**src/design/xcvr_map.svh**
```systemverilog
// Register offsets, field positions, reset values and timing counts of the transceiver control
// Contract
// - Termination enables come only from five control fields
// - Termination state follows the configured operating mode
// - Non-driving mode turns every termination off
// - Pull-downs follow their request bits when defined
// - DP pull-up: term select, FS/HS, no DP pull-down
// - DM pull-up only for low-speed peripheral
// - HS termination: HS select, term off, normal/chirp
// - OTG peripheral adds DM pull-down to peripheral setup
// - Undefined settings: both pull-downs, nothing else
// - Line drivers tri-stated while reset is low
// - Receive bit chosen from HS or FS receiver
// - HS receive data gated by squelch
// - FS line state from two single-ended receivers
// - Transmit: encode, bit stuff, serialize, drive
// - Amplitude boost bits scale HS drive
// - Sensitivity bits lower HS squelch threshold
// - No upstream hub port termination settings
`ifndef XCVR_MAP_SVH
`define XCVR_MAP_SVH

`define FUNC_CTRL_OFS     4'h0
`define OTG_CTRL_OFS      4'h4
`define HS_COMP_OFS       4'h8
`define STATUS_OFS        4'hc

`define XS_LSB            0
`define TS_BIT            2
`define OP_LSB            3
`define DP_PD_BIT         0
`define DM_PD_BIT         1
`define BOOST_LSB         0
`define SENSE_LSB         4
`define LINE_LSB          5
`define SQUELCH_BIT       7
`define RXVALID_BIT       8

`define XS_RST            2'h1
`define TS_RST            1'h0
`define OP_RST            2'h0
`define PD_RST            1'h1
`define BOOST_RST         3'h0
`define SENSE_RST         3'h0

`define XS_HS             2'h0
`define OP_NODRIVE        2'h1
`define STUFF_RUN         3'h6
`define LAST_BIT          3'h7

`endif

```
**src/design/xcvr_pkg.sv**
```systemverilog
// Types shared by the transceiver control modules
package xcvr_pkg;
	typedef enum logic {TX_IDLE, TX_SEND} tx_state_t;
	// Order of the termination enables: dp pull-up, dm pull-up, dp pull-down, dm pull-down, hs
	typedef logic [4:0] term_vec_t;
endpackage : xcvr_pkg

```
**src/design/usb_xcvr_termination_ctrl.sv**
```systemverilog
// Transceiver control: registers, termination enables, receive select and transmit path
`include "xcvr_map.svh"
module usb_xcvr_termination_ctrl
(
	input  wire logic        clk,
	input  wire logic        rst_n,
	input  wire logic [3:0]  address,
	input  wire logic        read,
	input  wire logic        write,
	input  wire logic [31:0] writedata,
	output logic [31:0]      readdata,
	output logic             waitrequest,
	output logic             dp_pullup_enable,
	output logic             dm_pullup_enable,
	output logic             dp_pulldown_enable,
	output logic             dm_pulldown_enable,
	output logic             hs_termination_enable,
	output logic [2:0]       tx_amplitude_boost,
	output logic [2:0]       squelch_sensitivity,
	input  wire logic        hs_rx_bit,
	input  wire logic        fs_rx_bit,
	input  wire logic        hs_squelch,
	input  wire logic        dp_se_rx,
	input  wire logic        dm_se_rx,
	output logic             rx_bit,
	output logic             rx_valid,
	output logic [1:0]       line_state,
	input  wire logic [7:0]  tx_data,
	input  wire logic        tx_valid,
	output logic             tx_ready,
	output logic             hs_tx_bit,
	output logic             hs_tx_oe,
	output logic             fs_tx_dp,
	output logic             fs_tx_dm,
	output logic             fs_tx_oe
);
	logic [1:0]          xcvr_select_r;
	logic                term_select_r;
	logic [1:0]          op_mode_r;
	logic                dp_pd_req_r;
	logic                dm_pd_req_r;
	logic [2:0]          boost_r;
	logic [2:0]          sense_r;
	xcvr_pkg::term_vec_t term_en_nxt;
	xcvr_pkg::term_vec_t term_en_r;
	logic                ack_r;
	logic                req;
	logic                wr_go;
	logic [31:0]         readdata_r;
	logic [31:0]         rd_mux;
	logic                rx_bit_r;
	logic                rx_valid_r;
	logic                squelch_r;
	logic [1:0]          line_r;
	logic                ser_bit;
	logic                ser_active;
	logic                hs_mode;
	logic                drive_ok;
	logic                hs_bit_r;
	logic                fs_dp_r;
	logic                fs_dm_r;
	logic                hs_oe_r;
	logic                fs_oe_r;

	// Avalon slave: one wait cycle, then the answer; read data is latched in the wait cycle
	assign req         = read || write;
	assign waitrequest = req && !ack_r;
	assign wr_go       = write && ack_r;
	assign readdata    = readdata_r;

	always_ff @(posedge clk)
	begin
		if (!rst_n)
			ack_r <= 1'b0;
		else
			ack_r <= req && !ack_r;
	end

	always_comb
	begin
		rd_mux = 32'h0000_0000;
		unique case (address)
			`FUNC_CTRL_OFS:
			begin
				rd_mux[`XS_LSB +: 2] = xcvr_select_r;
				rd_mux[`TS_BIT]      = term_select_r;
				rd_mux[`OP_LSB +: 2] = op_mode_r;
			end
			`OTG_CTRL_OFS:
			begin
				rd_mux[`DP_PD_BIT] = dp_pd_req_r;
				rd_mux[`DM_PD_BIT] = dm_pd_req_r;
			end
			`HS_COMP_OFS:
			begin
				rd_mux[`BOOST_LSB +: 3] = boost_r;
				rd_mux[`SENSE_LSB +: 3] = sense_r;
			end
			`STATUS_OFS:
			begin
				rd_mux[4:0]              = term_en_r;
				rd_mux[`LINE_LSB +: 2]   = line_r;
				rd_mux[`SQUELCH_BIT]     = squelch_r;
				rd_mux[`RXVALID_BIT]     = rx_valid_r;
			end
			default: rd_mux = 32'h0000_0000;
		endcase
	end

	always_ff @(posedge clk)
	begin
		if (!rst_n)
			readdata_r <= 32'h0000_0000;
		else if (read && !ack_r)
			readdata_r <= rd_mux;
	end

	// Reset values are the power-up termination setting
	always_ff @(posedge clk)
	begin
		if (!rst_n)
		begin
			xcvr_select_r <= `XS_RST;
			term_select_r <= `TS_RST;
			op_mode_r     <= `OP_RST;
		end
		else if (wr_go && address == `FUNC_CTRL_OFS)
		begin
			xcvr_select_r <= writedata[`XS_LSB +: 2];
			term_select_r <= writedata[`TS_BIT];
			op_mode_r     <= writedata[`OP_LSB +: 2];
		end
	end

	always_ff @(posedge clk)
	begin
		if (!rst_n)
		begin
			dp_pd_req_r <= `PD_RST;
			dm_pd_req_r <= `PD_RST;
		end
		else if (wr_go && address == `OTG_CTRL_OFS)
		begin
			dp_pd_req_r <= writedata[`DP_PD_BIT];
			dm_pd_req_r <= writedata[`DM_PD_BIT];
		end
	end

	always_ff @(posedge clk)
	begin
		if (!rst_n)
		begin
			boost_r <= `BOOST_RST;
			sense_r <= `SENSE_RST;
		end
		else if (wr_go && address == `HS_COMP_OFS)
		begin
			boost_r <= writedata[`BOOST_LSB +: 3];
			sense_r <= writedata[`SENSE_LSB +: 3];
		end
	end

	assign tx_amplitude_boost  = boost_r;
	assign squelch_sensitivity = sense_r;

	term_decode u_term_decode
	(
		.xcvr_select (xcvr_select_r),
		.term_select (term_select_r),
		.op_mode     (op_mode_r),
		.dp_pulldown (dp_pd_req_r),
		.dm_pulldown (dm_pd_req_r),
		.term_en     (term_en_nxt)
	);

	// Enables open all-off through reset, then track the decode one cycle behind
	always_ff @(posedge clk)
	begin
		if (!rst_n)
			term_en_r <= 5'h00;
		else
			term_en_r <= term_en_nxt;
	end

	assign dp_pullup_enable      = term_en_r[4];
	assign dm_pullup_enable      = term_en_r[3];
	assign dp_pulldown_enable    = term_en_r[2];
	assign dm_pulldown_enable    = term_en_r[1];
	assign hs_termination_enable = term_en_r[0];

	assign hs_mode  = (xcvr_select_r == `XS_HS);
	assign drive_ok = (op_mode_r != `OP_NODRIVE);

	// Receive path; squelch holds off HS data so line noise never looks like a packet
	always_ff @(posedge clk)
	begin
		if (!rst_n)
		begin
			rx_bit_r   <= 1'b0;
			rx_valid_r <= 1'b0;
			squelch_r  <= 1'b1;
			line_r     <= 2'h0;
		end
		else
		begin
			rx_bit_r   <= hs_mode ? hs_rx_bit : fs_rx_bit;
			rx_valid_r <= hs_mode ? !hs_squelch : 1'b1;
			squelch_r  <= hs_squelch;
			line_r     <= {dm_se_rx, dp_se_rx};
		end
	end

	assign rx_bit     = rx_bit_r;
	assign rx_valid   = rx_valid_r;
	assign line_state = line_r;

	tx_serializer u_tx_serializer
	(
		.clk        (clk),
		.rst_n      (rst_n),
		.data_in    (tx_data),
		.valid_in   (tx_valid),
		.ready_out  (tx_ready),
		.bit_out    (ser_bit),
		.active_out (ser_active)
	);

	// Serial bit steered to the HS or FS/LS driver by speed mode
	always_ff @(posedge clk)
	begin
		if (!rst_n)
		begin
			hs_bit_r <= 1'b0;
			fs_dp_r  <= 1'b1;
			fs_dm_r  <= 1'b0;
			hs_oe_r  <= 1'b0;
			fs_oe_r  <= 1'b0;
		end
		else
		begin
			hs_bit_r <= ser_bit;
			fs_dp_r  <= ser_bit;
			fs_dm_r  <= !ser_bit;
			hs_oe_r  <= ser_active && hs_mode && drive_ok;
			fs_oe_r  <= ser_active && !hs_mode && drive_ok;
		end
	end

	// Gated straight by reset so drivers are off even before the first edge
	assign hs_tx_oe  = hs_oe_r && rst_n;
	assign fs_tx_oe  = fs_oe_r && rst_n;
	assign hs_tx_bit = hs_bit_r;
	assign fs_tx_dp  = fs_dp_r;
	assign fs_tx_dm  = fs_dm_r;
endmodule : usb_xcvr_termination_ctrl

```
**src/design/term_decode.sv**
```systemverilog
// Decode of the five control fields into termination enables
module term_decode
(
	input  wire logic [1:0]         xcvr_select,
	input  wire logic               term_select,
	input  wire logic [1:0]         op_mode,
	input  wire logic               dp_pulldown,
	input  wire logic               dm_pulldown,
	output xcvr_pkg::term_vec_t     term_en
);
	always_comb
	begin
		// Only the listed control inputs reach this table
		casez ({xcvr_select, term_select, op_mode, dp_pulldown, dm_pulldown})
			7'b???01??: term_en = 5'h00;
			7'b0100011: term_en = 5'h06;
			7'b000?011: term_en = 5'h07;
			7'b?110011,
			7'b0111011,
			7'b101?011: term_en = 5'h06;          // host never pulls up
			7'b001100?,
			7'b011?00?: term_en = {4'h8, 1'b0} | {3'h0, dm_pulldown, 1'b0};
			7'b000?00?: term_en = {3'h0, dm_pulldown, 1'b1};
			7'b101?000: term_en = 5'h08;
			7'b0100001: term_en = 5'h02;
			// Hub-port and all other settings fall back here
			default:        term_en = 5'h06;
		endcase
	end
endmodule : term_decode

```
**src/design/tx_serializer.sv**
```systemverilog
// Byte serializer with bit stuffing and NRZI encoding
`include "xcvr_map.svh"
module tx_serializer
(
	input  wire logic       clk,
	input  wire logic       rst_n,
	input  wire logic [7:0] data_in,
	input  wire logic       valid_in,
	output logic            ready_out,
	output logic            bit_out,
	output logic            active_out
);
	xcvr_pkg::tx_state_t state_r;
	logic [7:0]          shift_r;
	logic [2:0]          cnt_r;
	logic [2:0]          ones_r;
	logic                nrzi_r;
	logic                active_r;
	logic                send;
	logic                stuff;
	logic                load;

	assign send      = (state_r == xcvr_pkg::TX_SEND);
	assign stuff     = send && (ones_r == `STUFF_RUN);
	assign ready_out = !send || (!stuff && cnt_r == `LAST_BIT);
	assign load      = valid_in && ready_out;
	assign bit_out    = nrzi_r;
	assign active_out = active_r;

	always_ff @(posedge clk)
	begin
		if (!rst_n)
			state_r <= xcvr_pkg::TX_IDLE;
		else
		begin
			unique case (state_r)
				xcvr_pkg::TX_IDLE: if (valid_in) state_r <= xcvr_pkg::TX_SEND;
				xcvr_pkg::TX_SEND: if (ready_out && !valid_in) state_r <= xcvr_pkg::TX_IDLE;
			endcase
		end
	end

	always_ff @(posedge clk)
	begin
		if (!rst_n)
		begin
			shift_r <= 8'h00;
			cnt_r   <= 3'h0;
		end
		else if (load)
		begin
			shift_r <= data_in;
			cnt_r   <= 3'h0;
		end
		else if (send && !stuff)
		begin
			shift_r <= {1'b0, shift_r[7:1]};
			cnt_r   <= cnt_r + 3'h1;
		end
	end

	// Run of ones carries across byte boundaries so stuffing is exact
	always_ff @(posedge clk)
	begin
		if (!rst_n || !send || stuff)
			ones_r <= 3'h0;
		else if (shift_r[0])
			ones_r <= ones_r + 3'h1;
		else
			ones_r <= 3'h0;
	end

	// NRZI: a zero or a stuffed bit toggles the line, idle rests at J
	always_ff @(posedge clk)
	begin
		if (!rst_n || !send)
			nrzi_r <= 1'b1;
		else if (stuff || !shift_r[0])
			nrzi_r <= !nrzi_r;
	end

	always_ff @(posedge clk)
	begin
		if (!rst_n)
			active_r <= 1'b0;
		else
			active_r <= send;
	end
endmodule : tx_serializer

```
**config.mk**
```make
export PLATFORM = sky130hd
export DESIGN_NAME = usb_xcvr_termination_ctrl
export DESIGN_NICKNAME = d
export VERILOG_FILES = /design/src/design/xcvr_pkg.sv /design/src/design/usb_xcvr_termination_ctrl.sv /design/src/design/term_decode.sv /design/src/design/tx_serializer.sv
export VERILOG_INCLUDE_DIRS = /design/src /design/src/design
export SDC_FILE = /design/constraint.sdc
export NUM_CORES = 1
export LEC_CHECK = 0
export ABC_AREA = 1
export BUFFER_PORTS_ARGS = -buffer_cell sky130_fd_sc_hd__buf_2
export CAP_MARGIN = 20
export CORE_ASPECT_RATIO = 1.25
export CORE_MARGIN = 2
export CORE_UTILIZATION = 43
export CTS_CLUSTER_SIZE = 14
export DETAILED_ROUTE_END_ITERATION = 8
export GPL_ROUTABILITY_DRIVEN = 0
export PLACE_DENSITY = 0.76
export SKIP_CTS_REPAIR_TIMING = 1
export SYNTH_ARGS = -nofsm -noshare
export SYNTH_HDL_FRONTEND = slang
export SYNTH_SLANG_ARGS = --single-unit
```
**constraint.sdc**
```tcl
create_clock -name clk -period 1.3 [get_ports clk]
set_input_delay 0.065 -clock clk [delete_from_list [all_inputs] [get_ports clk]]
set_output_delay 0.065 -clock clk [all_outputs]
set_load 0.01 [all_outputs]
```
==> impl_metrics.tcl <==
set metrics [dict create \
    cp-start-kind "flop" \
    core_um2 5780 \
    r2r_cells 10 \
    layout_setup_ws_ns -0.0882 \
    power_density_nw_per_um2 1060 \
    grt_overflow_total 0 \
    cts.sinks 55 \
    synth_edf_count 0 \
    finalSetupViolations 11 \
    portBuffers 59 \
    drive_gt1_frac 0.268 \
    rsz0062_at_grt "true" \
    hold_depth 3 \
    async_flop_share 0 \
    synth_area_um2 2570 \
    synthCells 358 \
    grt_usage 0.164 \
    hpwl_um 4200 \
    num_rows 31 \
    finalClockSkew_ns 0.00714 \
    cts_max_path_buffers 2 \
    antenna_left 0 \
    hp-start "tx_data[7]" \
    ir_drop_v 0.000856 \
    vias 2393 \
    r2r-start "u_tx_serializer.cnt_r[0]$_SDFFE_PP0P_" \
    cts_buffers 5 \
    postSynthAreaPerCell_um2 7.19 \
    period_needed_ns 1.39 \
    drv_cap 0 \
    cp_data_required_time_ns 1.54 \
    fin_area_um2 3220 \
    finalNonFillerCells 499 \
    reg2reg_setup_slack_ns -0.09 \
    drtIter0Drc 89 \
    ys_seq_elements 55 \
    violations "negative setup slack" \
    cts_root_buffer "clkbuf_8" \
    die_w_um 73.2 \
    critPathArrivalTime_ns 1.63 \
    crit_path_end_kind "flop" \
    syn_to_final_growth_pct 25.0 \
    fin_crit_sh 1.07 \
    grt_pass1_wl_um 8750 \
    grt_start_max_net_pins 30 \
    yosysWarnings 0 \
    synth.most_common_cell "nand2_1" \
    whs_ns 0.00197 \
    critPathKind "flop to flop" \
    clk_latency_ns 0.31 \
    start_util 0.446 \
    hold_viol 0 \
    rr_endpoint "u_tx_serializer.shift_r[3]$_SDFFE_PN0P_" \
    drt-pass1-iter-count 4 \
    fin_util 0.557 \
    setup_tns_ns -0.577 \
    netlist.area_leader.share 0.428 \
    worst_hold_path.endpoint "u_tx_serializer.shift_r[7]$_SDFFE_PN0P_" \
    max_freq_mhz 720 \
    fin_nets 490 \
    grt_pass1_vias 2149 \
    synth_common_cells "69 x nand2_1, 55 x dfxtp_1, 52 x inv_1" \
    status "finished with violations" \
    power.total_mw 3.42 \
    seq_area_frac_synth 0.428 \
    yosysTopAreaCell "dfxtp_1" \
    report.final.slew_viol_count 0 \
    htreeDepth 2 \
    clk_pin_slew_worst_paths_ns 0.09 \
    via_per_inst 4.80 \
    routedWlPerCell_um 11.8 \
    die_area_um2 6630 \
    cts_tree "done" \
    cp_max_fo 8 \
    fp.dieH_um 90.5 \
    routed_wirelength_um 5870 \
    power.leakage_nw 1.62 \
    crit_start "u_tx_serializer.cnt_r[0]$_SDFFE_PP0P_" \
    antenna_cells 0 \
    synth.area.top_cells "dfxtp_1 43%, nand2_1 10%, buf_4 7.6%" \
    hp-class "primary input to flop" \
    place_ws_ns -0.0647 \
    dp_cells 485 \
    placed_cell_area_um2 2910 \
    ys.flop_type "dfxtp_1" \
    drcViolationCount 0 \
    antenna_found_initial 0 \
    ios 108 \
    synth_cell_types 29 \
]
-- placed cells by master (no fill, tap or decap), types with 3 or more instances in the layout --
cell           count
nand2_1           65
nand3_1           23
nand2_2            4
buf_4             11
a21oi_2            5
inv_1             52
buf_2             58
dfxtp_2            4
conb_1            23
a21oi_1           29
nand3_2            3
nand2_4            4
nor2_2             4
nor2_1            31
nor3_1             4
dfxtp_1           51
clkbuf_8           6
o21ai_0           26
dlygate4sd3_1      3
-- how the worst max path moves through the flow --
stage                                                         end  slack, ns  depth (start not counted)
after detailed placement  u_tx_serializer.shift_r[4]$_SDFFE_PN0P_      -0.06                          9
after global routing      u_tx_serializer.shift_r[2]$_SDFFE_PN0P_      -0.15                         10
after CTS                                                tx_ready      -0.20                          6
after floorplan           u_tx_serializer.shift_r[0]$_SDFFE_PN0P_       0.02                         10
final                     u_tx_serializer.shift_r[3]$_SDFFE_PN0P_      -0.09                         10
after global placement    u_tx_serializer.shift_r[5]$_SDFFE_PN0P_      -0.02                          9
-- cell type report --
type                       count  area (µm²)
fill                         567        2560
multi-input combinational    239        1230
sequential                    55        1110
timing repair buffer          76         465
inverter                      55         214
clock buffer                   6        82.6
tap                           66        82.6
clock inverter                 2        35.0
-- routing by layer --
| metal | track usage | part of all wire | vias to the layer above |
|---|---|---|---|
| met4 | 0.0602 | 0.016 | 0 |
| met5 | 0 | 0 | - |
| met1 | 0.170 | 0.39 | 1085 |
| met3 | 0.0335 | 0.057 | 9 |
| li1 | - | - | 1224 |
| met2 | 0.312 | 0.54 | 75 |
-- worst max-delay path: stages, from the launching register on --
cell and delay (ns):
dfxtp_2 0.35, ha_4 0.16, ha_4 0.16, nand2_4 0.06
nand2_4 0.06, buf_12 0.14, nand2_8 0.08, inv_8 0.05
nand2_4 0.05, nand3_2 0.07, a21oi_2 0.15
-- state kept, by name (all words and copies together), names as in the netlist, 2 cells and up --
register and cells:
readdata 9, u_tx_serializer.shift_r 8, term_en_r 5, squelch_sensitivity 3
tx_amplitude_boost 3, u_tx_serializer.cnt_r 3, u_tx_serializer.ones_r 3, line_state 2
op_mode_r 2, xcvr_select_r 2
-- cell families (layout without fill, tap and decap cells) --
family | after synthesis | in the layout | synth area share
buffers and inverters | 87 | 139 | 0.169
other | 1 | 23 | 0.00146
xor gates and xnor gates | 1 | 1 | 0.00340
AOI/OAI and AO/OA | 65 | 65 | 0.130
DFF | 55 | 55 | 0.428
and+or+nand+nor | 145 | 146 | 0.250
adders and majority gates | 4 | 4 | 0.0194
-- report_power, final --
group | internal [mW] | leakage [nW] | switching (mW)
clock network | 0.624 | 0.0612 | 0.541
logic | 0.186 | 1.11 | 0.280
registers | 1.75 | 0.452 | 0.0383
No activity file was read; power rests on OpenSTA's default activity.
